**src/common/acf_pkg.sv**
```systemverilog
// constants for the add/carry datapath, core registers and condition flags
package acf_pkg;
  localparam int unsigned ACF_DW = 32;
  localparam int unsigned ACF_IDXW = 4;
  localparam int unsigned ACF_NUM_WR = 15;
  localparam logic [3:0] ACF_IDX_SP = 4'hd;
  localparam logic [3:0] ACF_IDX_LR = 4'he;
  localparam logic [3:0] ACF_IDX_PC = 4'hf;
  localparam logic [31:0] ACF_PC_STEP = 32'h0000_0002;
  localparam logic [31:0] ACF_GPR_RST = 32'h0000_0000;
  // flag bit positions inside the program status word
  localparam int unsigned ACF_N_BIT = 31;
  localparam int unsigned ACF_Z_BIT = 30;
  localparam int unsigned ACF_C_BIT = 29;
  localparam int unsigned ACF_V_BIT = 28;
  // flag select vector positions (upd[3]=n ... upd[0]=v)
  localparam int unsigned ACF_UPD_N = 3;
  localparam int unsigned ACF_UPD_Z = 2;
  localparam int unsigned ACF_UPD_C = 1;
  localparam int unsigned ACF_UPD_V = 0;
  localparam int unsigned ACF_STATE_BIT = 24;
  // apb register byte offsets
  localparam int unsigned ACF_AW = 8;
  localparam logic [7:0] ACF_OFS_FLAGS = 8'h00;
  localparam logic [7:0] ACF_OFS_STATUS = 8'h04;
  localparam logic [7:0] ACF_OFS_CLEAR = 8'h08;
  localparam logic [7:0] ACF_OFS_ENABLE = 8'h0c;
  localparam logic [7:0] ACF_OFS_VIEW_IDX = 8'h10;
  localparam logic [7:0] ACF_OFS_VIEW_DATA = 8'h14;
  localparam logic [7:0] ACF_OFS_STATE = 8'h18;
  // event status bits
  localparam int unsigned ACF_EVW = 4;
  localparam int unsigned ACF_EV_OVF = 0;
  localparam int unsigned ACF_EV_PCWR = 1;
  localparam int unsigned ACF_EV_EXC = 2;
  localparam int unsigned ACF_EV_IRQ = 3;
  typedef enum logic [1:0] {
    ACF_BR_SIMPLE = 2'b00,
    ACF_BR_LINK = 2'b01,
    ACF_BR_LOAD = 2'b10,
    ACF_BR_ALU = 2'b11
  } acf_br_e;
endpackage : acf_pkg

```
**src/rtl/acf_core.sv**
```systemverilog
// add/carry datapath, core register file, condition flags and apb view
`timescale 1ns/10ps
module acf_core
  import acf_pkg::*;
#(
  parameter logic [31:0] P_SP_RESET = 32'h2000_1000,
  parameter logic [31:0] P_PC_RESET = 32'h0000_0100
)(
  input wire logic i_clk_sys,
  input wire logic i_arst_n,
  // datapath request
  input wire logic i_op_valid,
  input wire logic i_op_sub,
  input wire logic [acf_pkg::ACF_DW-1:0] i_op_a,
  input wire logic [acf_pkg::ACF_DW-1:0] i_op_b,
  input wire logic i_op_cin,
  input wire logic [3:0] i_op_flag_upd,
  input wire logic i_op_wr_en,
  input wire logic [acf_pkg::ACF_IDXW-1:0] i_op_wr_idx,
  // load result write
  input wire logic i_ld_valid,
  input wire logic [acf_pkg::ACF_IDXW-1:0] i_ld_idx,
  input wire logic [acf_pkg::ACF_DW-1:0] i_ld_data,
  // branches and exception entry
  input wire logic i_br_valid,
  input wire acf_pkg::acf_br_e i_br_kind,
  input wire logic [acf_pkg::ACF_DW-1:0] i_br_target,
  input wire logic [acf_pkg::ACF_DW-1:0] i_br_ret,
  input wire logic i_exc_entry,
  input wire logic [acf_pkg::ACF_DW-1:0] i_exc_lr,
  input wire logic [acf_pkg::ACF_DW-1:0] i_exc_vector,
  input wire logic i_pc_advance,
  input wire logic i_irq_async,
  // register read port
  input wire logic [acf_pkg::ACF_IDXW-1:0] i_rd_idx,
  output logic [acf_pkg::ACF_DW-1:0] o_rd_data,
  // datapath answer
  output logic o_op_done,
  output logic [acf_pkg::ACF_DW-1:0] o_op_result,
  output logic o_op_carry,
  output logic o_op_ovf,
  output logic [3:0] o_flags,
  output logic [acf_pkg::ACF_DW-1:0] o_pc,
  output logic [acf_pkg::ACF_DW-1:0] o_sp,
  output logic o_compact_state,
  output logic o_irq,
  // apb slave
  input wire logic psel,
  input wire logic penable,
  input wire logic pwrite,
  input wire logic [acf_pkg::ACF_AW-1:0] paddr,
  input wire logic [acf_pkg::ACF_DW-1:0] pwdata,
  output logic [acf_pkg::ACF_DW-1:0] prdata,
  output logic pready,
  output logic pslverr
);
  import acf_pkg::*;

  logic [ACF_DW-1:0] gpr_r [0:ACF_NUM_WR-1];
  logic [ACF_DW-1:0] pc_r;
  logic [3:0] flags_r;
  logic [ACF_EVW-1:0] status_r;
  logic [ACF_EVW-1:0] enable_r;
  logic [ACF_IDXW-1:0] view_idx_r;
  logic [ACF_DW-1:0] rd_data_r;
  logic op_done_r;
  logic [ACF_DW-1:0] result_r;
  logic carry_r;
  logic ovf_r;
  logic irq_r;
  logic state_r;
  logic irq_meta_r;
  logic irq_sync_r;
  logic irq_sync_d_r;
  logic [ACF_DW-1:0] prdata_r;
  logic pready_r;
  logic pslverr_r;

  // add with carry: one adder serves add and subtract
  logic [ACF_DW-1:0] opnd_b;
  logic [ACF_DW:0] usum;
  logic [ACF_DW-1:0] sum_nxt;
  logic carry_nxt;
  logic ovf_nxt;
  assign opnd_b = i_op_sub ? ~i_op_b : i_op_b;
  assign usum = {1'b0, i_op_a} + {1'b0, opnd_b} + {{ACF_DW{1'b0}}, i_op_cin};
  assign sum_nxt = usum[ACF_DW-1:0];
  // carry out is the bit that does not fit: unsigned result differs from true sum
  assign carry_nxt = usum[ACF_DW];
  // signed overflow: operands agree in sign and result does not
  assign ovf_nxt = (i_op_a[ACF_DW-1] == opnd_b[ACF_DW-1])
                   && (sum_nxt[ACF_DW-1] != i_op_a[ACF_DW-1]);

  // apb decode
  logic apb_acc;
  logic apb_wr;
  logic addr_ok;
  assign apb_acc = psel && penable && !pready_r;
  assign apb_wr = psel && penable && pready_r && pwrite; // lands on the edge pready is seen
  assign addr_ok = (paddr == ACF_OFS_FLAGS) || (paddr == ACF_OFS_STATUS)
                   || (paddr == ACF_OFS_CLEAR) || (paddr == ACF_OFS_ENABLE)
                   || (paddr == ACF_OFS_VIEW_IDX) || (paddr == ACF_OFS_VIEW_DATA)
                   || (paddr == ACF_OFS_STATE);

  // indexed read: index 15 returns the program counter
  function automatic logic [ACF_DW-1:0] rd_reg(input logic [ACF_IDXW-1:0] idx);
    return (idx == ACF_IDX_PC) ? pc_r : gpr_r[idx];
  endfunction : rd_reg

  // counter write arbitration, highest priority first
  logic pc_wr;
  logic [ACF_DW-1:0] pc_wr_val;
  always_comb
  begin
    pc_wr = 1'b1;
    pc_wr_val = i_br_target;
    if (i_exc_entry)
    begin
      pc_wr_val = i_exc_vector;
    end
    else if (i_br_valid)
    begin
      pc_wr_val = i_br_target;
    end
    else if (i_op_valid && i_op_wr_en && (i_op_wr_idx == ACF_IDX_PC))
    begin
      pc_wr_val = sum_nxt;
    end
    else if (i_ld_valid && (i_ld_idx == ACF_IDX_PC))
    begin
      pc_wr_val = i_ld_data;
    end
    else
    begin
      pc_wr = 1'b0;
    end
  end

  // program counter: every write is a simple branch, bit zero forced low
  always_ff @(posedge i_clk_sys or negedge i_arst_n)
  begin
    if (!i_arst_n)
      pc_r <= P_PC_RESET;
    else if (pc_wr)
      pc_r <= {pc_wr_val[ACF_DW-1:1], 1'b0};
    else if (i_pc_advance)
      pc_r <= pc_r + ACF_PC_STEP;
  end

  // one process per writable register; index 15 never lands here
  genvar gi;
  generate
    for (gi = 0; gi < ACF_NUM_WR; gi++)
    begin : g_gpr
      localparam logic [ACF_IDXW-1:0] LI = ACF_IDXW'(gi);
      localparam logic [ACF_DW-1:0] RV = (LI == ACF_IDX_SP) ? P_SP_RESET : ACF_GPR_RST;
      always_ff @(posedge i_clk_sys or negedge i_arst_n)
      begin
        if (!i_arst_n)
          gpr_r[gi] <= RV;
        else if ((LI == ACF_IDX_LR) && i_exc_entry)
          gpr_r[gi] <= i_exc_lr;
        else if ((LI == ACF_IDX_LR) && i_br_valid && (i_br_kind == ACF_BR_LINK))
          gpr_r[gi] <= i_br_ret;
        else if (i_op_valid && i_op_wr_en && (i_op_wr_idx == LI))
          gpr_r[gi] <= sum_nxt;
        else if (i_ld_valid && (i_ld_idx == LI))
          gpr_r[gi] <= i_ld_data;
      end
    end
  endgenerate

  // condition flags; datapath update wins over a same-cycle software write
  always_ff @(posedge i_clk_sys or negedge i_arst_n)
  begin
    if (!i_arst_n)
    begin
      flags_r <= 4'h0;
    end
    else if (i_op_valid)
    begin
      if (i_op_flag_upd[ACF_UPD_N])
        flags_r[ACF_UPD_N] <= sum_nxt[ACF_N_BIT];
      if (i_op_flag_upd[ACF_UPD_Z])
        flags_r[ACF_UPD_Z] <= (sum_nxt == ACF_GPR_RST);
      if (i_op_flag_upd[ACF_UPD_C])
        flags_r[ACF_UPD_C] <= carry_nxt;
      if (i_op_flag_upd[ACF_UPD_V])
        flags_r[ACF_UPD_V] <= ovf_nxt;
    end
    else if (apb_wr && (paddr == ACF_OFS_FLAGS))
    begin
      // reserved bits are dropped; software keeps them itself
      flags_r <= pwdata[ACF_N_BIT:ACF_V_BIT];
    end
  end

  // datapath answer registers
  always_ff @(posedge i_clk_sys or negedge i_arst_n)
  begin
    if (!i_arst_n)
    begin
      op_done_r <= 1'b0;
      result_r <= ACF_GPR_RST;
      carry_r <= 1'b0;
      ovf_r <= 1'b0;
    end
    else
    begin
      op_done_r <= i_op_valid;
      if (i_op_valid)
      begin
        result_r <= sum_nxt;
        carry_r <= carry_nxt;
        ovf_r <= ovf_nxt;
      end
    end
  end

  // read port, one cycle latency
  always_ff @(posedge i_clk_sys or negedge i_arst_n)
  begin
    if (!i_arst_n)
    begin
      rd_data_r <= ACF_GPR_RST;
    end
    else
    begin
      rd_data_r <= rd_reg(i_rd_idx);
    end
  end

  // interrupt pin crosses in by two flops; a third flop delays the second so its rising edge can be found
  always_ff @(posedge i_clk_sys or negedge i_arst_n)
  begin
    if (!i_arst_n)
    begin
      irq_meta_r <= 1'b0;
      irq_sync_r <= 1'b0;
      irq_sync_d_r <= 1'b0;
    end
    else
    begin
      irq_meta_r <= i_irq_async;
      irq_sync_r <= irq_meta_r;
      irq_sync_d_r <= irq_sync_r;
    end
  end

  // sticky events; a set in the clearing cycle survives
  logic [ACF_EVW-1:0] ev_set;
  logic [ACF_EVW-1:0] ev_clr;
  always_comb
  begin
    ev_set = '0;
    ev_set[ACF_EV_OVF] = i_op_valid && ovf_nxt;
    ev_set[ACF_EV_PCWR] = pc_wr && !i_exc_entry && !i_br_valid;
    ev_set[ACF_EV_EXC] = i_exc_entry;
    ev_set[ACF_EV_IRQ] = irq_sync_r && !irq_sync_d_r;
    ev_clr = '0;
    if (apb_wr && (paddr == ACF_OFS_CLEAR))
      ev_clr = pwdata[ACF_EVW-1:0];
  end

  always_ff @(posedge i_clk_sys or negedge i_arst_n)
  begin
    if (!i_arst_n)
    begin
      status_r <= '0;
    end
    else
    begin
      status_r <= (status_r & ~ev_clr) | ev_set;
    end
  end

  // software controls: interrupt enable and view index
  always_ff @(posedge i_clk_sys or negedge i_arst_n)
  begin
    if (!i_arst_n)
    begin
      enable_r <= '0;
      view_idx_r <= '0;
    end
    else if (apb_wr)
    begin
      if (paddr == ACF_OFS_ENABLE)
        enable_r <= pwdata[ACF_EVW-1:0];
      if (paddr == ACF_OFS_VIEW_IDX)
        view_idx_r <= pwdata[ACF_IDXW-1:0];
    end
  end

  // interrupt level lags status by one cycle to stay registered
  always_ff @(posedge i_clk_sys or negedge i_arst_n)
  begin
    if (!i_arst_n)
    begin
      irq_r <= 1'b0;
      state_r <= 1'b0;
    end
    else
    begin
      irq_r <= |(status_r & enable_r);
      state_r <= 1'b1;
    end
  end

  // apb answer: one wait state, unmapped addresses flag an error
  logic [ACF_DW-1:0] rdata_nxt;
  always_comb
  begin
    rdata_nxt = '0;
    case (paddr)
      ACF_OFS_FLAGS: rdata_nxt[ACF_N_BIT:ACF_V_BIT] = flags_r;
      ACF_OFS_STATUS: rdata_nxt[ACF_EVW-1:0] = status_r;
      ACF_OFS_ENABLE: rdata_nxt[ACF_EVW-1:0] = enable_r;
      ACF_OFS_VIEW_IDX: rdata_nxt[ACF_IDXW-1:0] = view_idx_r;
      ACF_OFS_VIEW_DATA: rdata_nxt = rd_reg(view_idx_r);
      ACF_OFS_STATE: rdata_nxt[ACF_STATE_BIT] = state_r;
      default: rdata_nxt = '0;
    endcase
  end

  always_ff @(posedge i_clk_sys or negedge i_arst_n)
  begin
    if (!i_arst_n)
    begin
      pready_r <= 1'b0;
      pslverr_r <= 1'b0;
      prdata_r <= '0;
    end
    else
    begin
      pready_r <= apb_acc;
      pslverr_r <= apb_acc && !addr_ok;
      if (apb_acc && !pwrite)
        prdata_r <= rdata_nxt;
    end
  end

  assign o_rd_data = rd_data_r;
  assign o_op_done = op_done_r;
  assign o_op_result = result_r;
  assign o_op_carry = carry_r;
  assign o_op_ovf = ovf_r;
  assign o_flags = flags_r;
  assign o_pc = pc_r;
  assign o_sp = gpr_r[ACF_IDX_SP];
  assign o_compact_state = state_r;
  assign o_irq = irq_r;
  assign prdata = prdata_r;
  assign pready = pready_r;
  assign pslverr = pslverr_r;

  logic [ACF_DW:0] chk_sum;
  assign chk_sum = {1'b0, i_op_a} + {1'b0, (i_op_sub ? ~i_op_b : i_op_b)}
                   + {{ACF_DW{1'b0}}, i_op_cin};
endmodule : acf_core

```
**config.mk**
```make
export PLATFORM = sky130hd
export DESIGN_NAME = acf_core
export DESIGN_NICKNAME = d
export VERILOG_FILES = /design/src/common/acf_pkg.sv /design/src/rtl/acf_core.sv
export SDC_FILE = /design/constraint.sdc
export NUM_CORES = 2
export LEC_CHECK = 0
export ABC_AREA = 1
export BUFFER_PORTS_ARGS = -buffer_cell sky130_fd_sc_hd__buf_2
export CELL_PAD_IN_SITES_DETAIL_PLACEMENT = 0
export CELL_PAD_IN_SITES_GLOBAL_PLACEMENT = 1
export CORE_MARGIN = 5
export CORE_UTILIZATION = 47
export CTS_CLUSTER_SIZE = 10
export DETAILED_ROUTE_END_ITERATION = 8
export GPL_TIMING_DRIVEN = 1
export PLACE_DENSITY_LB_ADDON = 0.05
export SLEW_MARGIN = 25
export SYNTH_ARGS = -nofsm -noshare
export SYNTH_HDL_FRONTEND = slang
export SYNTH_SLANG_ARGS = --single-unit
```
**constraint.sdc**
```tcl
create_clock -name i_clk_sys -period 3.2 [get_ports i_clk_sys]
set_clock_uncertainty 0.2 [all_clocks]
set_input_delay 0.48 -clock i_clk_sys [delete_from_list [all_inputs] [get_ports i_clk_sys]]
set_output_delay 0.48 -clock i_clk_sys [all_outputs]
set_load 0.01 [all_outputs]
```
Word level (Yosys, flattened, before mapping)
Cells that the tools add are included.
{"block": "classes", "div_mod_pow": 0, "eq_ne": 45, "mux": 63, "add_sub_neg": 3, "bitwise": 7, "n_shift": 0, "n_lt_le_gt_ge": 2, "n_reduce_logical": 87, "multipliers": 0}
{"op": "$mux 32", "n": 45}
{"op": "$bmux 32 s4", "n": 2}
{"op": "$eq 4x4->1 const B", "n": 18}
{"op": "$logic_and 1x1->1", "n": 47}
{"op": "$add 32x32->33", "n": 1}
{"op": "$add 33x1->33", "n": 1}
{"op": "$add 32x2->32 const B", "n": 1}
{"op": "$eq 4x3->1 const B", "n": 8}
{"op": "$logic_not 32->1", "n": 1}
{"op": "$not 32->32", "n": 1}
{"op": "$reduce_bool 2->1", "n": 16}
{"op": "$eq 8x5->1 const B", "n": 3}
{"op": "$mux 20", "n": 1}
{"op": "$eq 4x2->1 const B", "n": 4}
{"op": "$eq 8x4->1 const B", "n": 2}
{"op": "$pmux 4 s4", "n": 1}
{"op": "$mux 4", "n": 3}
{"op": "$reduce_and 2->1", "n": 6}
{"op": "$ge 5x5->1 const B", "n": 2}
{"op": "$not 4->5", "n": 2}
{"op": "$and 4x4->4", "n": 2}
{"op": "$eq 4x1->1 const B", "n": 2}
{"op": "$eq 8x3->1 const B", "n": 1}
{"op": "$logic_not 4->1", "n": 2}
{"op": "other kinds (15)", "n": 35}
{"block": "totals", "out_inout_bits": 171, "latch_bits": 0, "romBits": 0, "mem_count": 0, "ff_bits": 634, "mem_bits_rw": 0}

Longest topological paths before layout
{"block": "depth", "ltp_word": 9, "ltp_mapped": 23, "ltp_nobuf": 20}

Worst setup path after synthesis
OpenSTA, ideal clock, no wires.
{"block": "synth_path", "kind": "input -> register", "start": "in i_op_sub", "end": "reg gpr_r[16] in the netlist's numbering", "slack_ns": -0.447, "t_required_ns": 2.873, "path_buffers": 3, "t_arrival_ns": 3.320, "stages": 20, "path_cell_list": "clkbuf_1 -> buf_1 -> xnor2_1 -> fa_1 -> fa_1 -> inv_1 -> nand2_1 -> nand2_1 -> nand3_2 -> nand2_2 -> nand2_1 -> nand2_2 -> nand2_1 -> nand2_2 -> inv_1 -> buf_2 -> o21ai_1 -> nand2_1 -> o211ai_1 -> o21ai_1"}
{"block": "synth_via", "elab_chain_len": 6}
{"item": "start: declaration", "line_no": "acf_core.sv:13", "source": "input wire logic i_op_sub,"}
{"item": "$mux 32"}
{"item": "$add 32x32->33"}
{"item": "$add 33x1->33"}
{"item": "$mux 32", "line_no": "acf_core.sv:165", "source": "else if (i_op_valid && i_op_wr_en && (i_op_wr_idx == LI))"}
{"item": "$mux 32", "line_no": "acf_core.sv:163", "source": "else if ((LI == ACF_IDX_LR) && i_br_valid && (i_br_kind == ACF_BR_LINK))"}
{"item": "$mux 32", "line_no": "acf_core.sv:161", "source": "else if ((LI == ACF_IDX_LR) && i_exc_entry)"}
{"item": "end signal: indexed assignment", "line_no": "acf_core.sv:162", "source": "gpr_r[gi] <= i_exc_lr;"}
{"item": "end signal: indexed assignment", "line_no": "acf_core.sv:164", "source": "gpr_r[gi] <= i_br_ret;"}
{"item": "end signal: indexed assignment", "line_no": "acf_core.sv:166", "source": "gpr_r[gi] <= sum_nxt;"}
{"item": "end: declaration", "line_no": "acf_core.sv:59", "source": "logic [ACF_DW-1:0] gpr_r [0:ACF_NUM_WR-1];"}
No other way between the ends.
A chain may end at the register's enable or synchronous reset.

Worst setup path in the final report
{"block": "layout_path", "start": "reg view_idx_r[0]", "end": "reg prdata_r[31], in the netlist prdata[31]"}
{"block": "layout_via", "elab_chain_len": 6, "word_cells_on_any_way": 7, "cone_classes": "eq/ne (1); mux (5); bitwise (1)"}
{"item": "start: declaration", "line_no": "acf_core.sv:64", "source": "logic [ACF_IDXW-1:0] view_idx_r;"}
{"item": "start signal: assignment", "line_no": "acf_core.sv:290", "source": "view_idx_r <= pwdata[ACF_IDXW-1:0];"}
{"item": "$not 4->5 (implied by the code)", "line_no": "acf_core.sv:107", "source": "return (idx == ACF_IDX_PC) ? pc_r : gpr_r[idx];"}
{"item": "$bmux 32 s4", "line_no": "acf_core.sv:107"}
{"item": "$mux 32 (implied by the code) (2 in a row)", "line_no": "acf_core.sv:107"}
{"item": "$mux 32 (*)", "line_no": "acf_core.sv:107"}
{"item": "$pmux 4 s2 (*)", "line_no": "acf_core.sv:314", "source": "case (paddr)"}
{"item": "end signal: assignment", "line_no": "acf_core.sv:338", "source": "prdata_r <= rdata_nxt;"}
{"item": "end: declaration", "line_no": "acf_core.sv:75", "source": "logic [ACF_DW-1:0] prdata_r;"}
Every way passes the cells marked *; elsewhere a longest branch is shown, timed or not. The select of a mux whose other input is x is not followed.

==> reports/metrics.csv <==
stage;metric;value;unit
setup_path;start_kind;register;
synth;synth-seq-cells;633;
placed_design;io_buffers;439;
power_and_ir_drop;p_per_area;617.7;mW/mm^2
floorplanning;initial_core_util;47.39;%
sta;drv_slew;0;
min_path;hp-start;i_exc_vector[25];
placed_design;place_area;0.04684;mm^2
detailed_routing;wl_per_cell;34.38;um
sta;finalCritPeriodShare;100.1;%
floorplanning;die_area;0.09181;mm^2
final_layout;layout_commonest_cell;nand2_1;
synth;synth.top_cell.area_share;39.07;%
setup_path;crit_path_start;view_idx_r[0]$_DFFE_PN0P_;
final_layout;final.fill_count;8114;
job;max_cap_violations;0;
synth;synth-seq-area-share;39.27;%
sta;rsz0062_at_grt;true;
clock_network;tritoncts;yes;
clock_network;root_buffer;clkbuf_16;
sta;hold_viol;0;
power_and_ir_drop;leakage;23.21;nW
global_routing;grtUsageTotal;52.57;%
detailed_routing;drtAntennaViolNets;0;
min_path;hold_path.class;input port to register;
status;failed_checks;negative setup slack;
clock_network;clock_sinks;633;
synth;syn_area_per_cell;7.446;um^2
setup_path;rrSetupSlack;-0.005;ns
detailed_routing;first_iter_violations;8567;
sta;fmax;0.3120;GHz
global_routing;grt_max_degree;103;
placed_design;gp_congestion;1.127;
sta;tightest_slew;0.9598;ns
sta;setup_ws;-0.004778;ns
detailed_routing;avgViaCountPerCell;6.771;
placed_design;pre_cts_slack;-0.5132;ns
floorplanning;placementRows;107;
synth;synth.area.top_cells;dfrtp_1 (39%), o21ai_0 (9.6%), nand2_1 (8.9%), o221ai_1 (7.8%), inv_1 (5.8%);
clock_network;cts_max_path_buffers;3;
final_layout;fin_area;0.05011;mm^2
floorplanning;top_level_ports;467;
min_path;min_to;o_pc[25]$_DFFE_PN0P_;
synth;synth_fp_nets;5749;
floorplanning;die_h;303.0;um
sta;tns;-0.004778;ns
floorplanning;die-width;303.0;um
setup_path;crit_arrival;3.59;ns
setup_path;worstPathMaxFanout;18;
sta;min_period;3.205;ns
synth;yosys_warnings;0;
global_routing;overflow;0;
sta;hold_slack;0.001442;ns
clock_network;cts_buffers;78;
final_layout;utilization;58.85;%
global_routing;grt_pass1_wl;343900;um
synth;synth_cell_type_count;65;
setup_path;cp.required;3.59;ns
synth;synth-edff-count;0;
setup_path;rr_endpoint;prdata[31]$_DFFE_PN0P_;
status;status;complete, but fails checks;
setup_path;path_class;register to register;
synth;synth_area;0.04035;mm^2
final_layout;nNetsFinal;6404;
synth;async_flop_share;100.0;%
global_routing;grt_pass1_vias;46285;
min_path;hold_depth;5;
detailed_routing;drc;0;
power_and_ir_drop;worst_ir_drop_vdd;0.4511;mV
detailed_routing;wirelength;249900;um
sta;finalSetupViolations;1;
final_layout;drive_gt1_share;19.92;%
placed_design;hpwl;178000;um
sta;slew_headroom;35.94;%
detailed_routing;vias;49218;
setup_path;timing.rr.start;view_idx_r[0]$_DFFE_PN0P_;
clock_network;clk_latency;0.68;ns
clock_network;clkTransAtPathRegs;0.06;ns
setup_path;ff2ff_path_depth;11;
setup_path;cp-end-kind;register;
detailed_routing;dr.pass1.iters;9;
final_layout;area_growth;24.17;%
global_routing;antenna_found_initial;24;
clock_network;cts_htree_levels;3;
floorplanning;core;0.08515;mm^2
synth;yosys.area.top_type;dfrtp_1;
synth;synth_top_flop_cell;dfrtp_1;
final_layout;final_cell_mix;nand2_1 (943), o21ai_0 (770), dfrtp_1 (628);
synth;syn_inst;5419;
cell type report:
cell class	count	area (um^2)	area share [%]
Clock inverter	14	232.7	0.4645
Sequential cell	633	15850	31.63
Multi-Input combinational cell	3652	20080	40.08
Antenna cell	11	27.53	0.05494
Clock buffer	106	2137	4.265
Timing Repair Buffer	1039	7810	15.59
Tap cell	1144	1431	2.857
Inverter	670	2535	5.059
worst max path at each step:
stage                                   endpoint  slack [ns]  cells after the start
after detailed placement    o_pc[15]$_DFFE_PN0P_       -0.51                     19
after global placement      o_pc[15]$_DFFE_PN0P_       -0.49                     19
after CTS                  gpr_r[25]$_DFFE_PN0P_        0.06                     22
final                     prdata[31]$_DFFE_PN0P_      -0.005                     11
after floorplan            gpr_r[16]$_DFFE_PN0P_       0.002                     20
after global routing       gpr_r[21]$_DFFE_PN0P_       -0.06                     21
synth_stat cells (28+ instances only):
cell type / number
o2111ai_1: 68
inv_1: 628
buf_4: 36
a221oi_1: 39
nand2_2: 34
o211ai_1: 130
nor2_1: 236
o21ai_1: 35
o221ai_1: 360
nand2_1: 953
o21ai_0: 772
xor2_1: 39
clkbuf_1: 284
o22ai_1: 52
ha_1: 32
nor3_1: 32
dfrtp_1: 630
a22oi_1: 32
nand3_1: 255
buf_2: 89
nand4_1: 28
a21oi_1: 415
buf_1: 50
registers in the layout (all words and copies together) (netlist names), 4 cells and up:
name         cells
view_idx_r       4
prdata          32
enable_r         4
o_op_result     32
status_r         4
o_flags          4
o_rd_data       32
gpr_r          448
o_sp            32
o_pc            31
what timing repair did:
action | in CTS | in global routing
hold endpoints to repair | 274 | 0
hold buffers | 71 | 0
endpoints found under the setup margin | 0 | 10
setup buffers | 0 | 9
resized for setup | 0 | 26
layer usage:
| metal | up-vias | global-route usage [%] | part of all wire, % |
|---|---|---|---|
| li1 | 20263 | - | - |
| met1 | 23259 | 63.00 | 34 |
| met2 | 4415 | 72.55 | 39 |
| met3 | 1265 | 22.48 | 16 |
| met4 | 16 | 43.93 | 12 |
| met5 | - | 0 | 0.045 |
kinds of logic after synthesis:
family	Yosys count	share of synthesized area, %
flip-flops	633	39.27
buffers and inverters	1134	11.26
AO/OA/AOI/OAI	1978	30.64
other	2	0.01861
adder cells (fa/ha/maj)	34	1.091
AND/OR/NAND/NOR	1596	16.81
XOR/XNOR	42	0.9116
critical path, cell delays in order (launching register included):
cell,delay (ns)
dfrtp_1,0.52
inv_6,0.24
nand2_4,0.09
inv_2,0.40
buf_4,0.27
buf_12,0.20
a22oi_1,0.09
nand3_1,0.07
nand3_1,0.20
o211ai_1,0.41
nand2_1,0.23
a21oi_1,0.17
where the power goes:
group,switching [W],internal [W],total (W)
Sequential,0.00146,0.00985,0.0113
Clock,0.00389,0.00477,0.00866
Combinational,0.00718,0.00380,0.0110
per-stage QoR:
| step | cells | power (W) |
|---|---|---|
| finish | 7269 | 0.03095 |
| global route | 7260 | 0.03171 |
| CTS | 7250 | 0.03009 |
| detailed placement | 7059 | 0.02147 |
| global placement | 7059 | 0.02130 |
| floorplan | 5419 | 0.01587 |
Power figures use the tool's default switching activity.
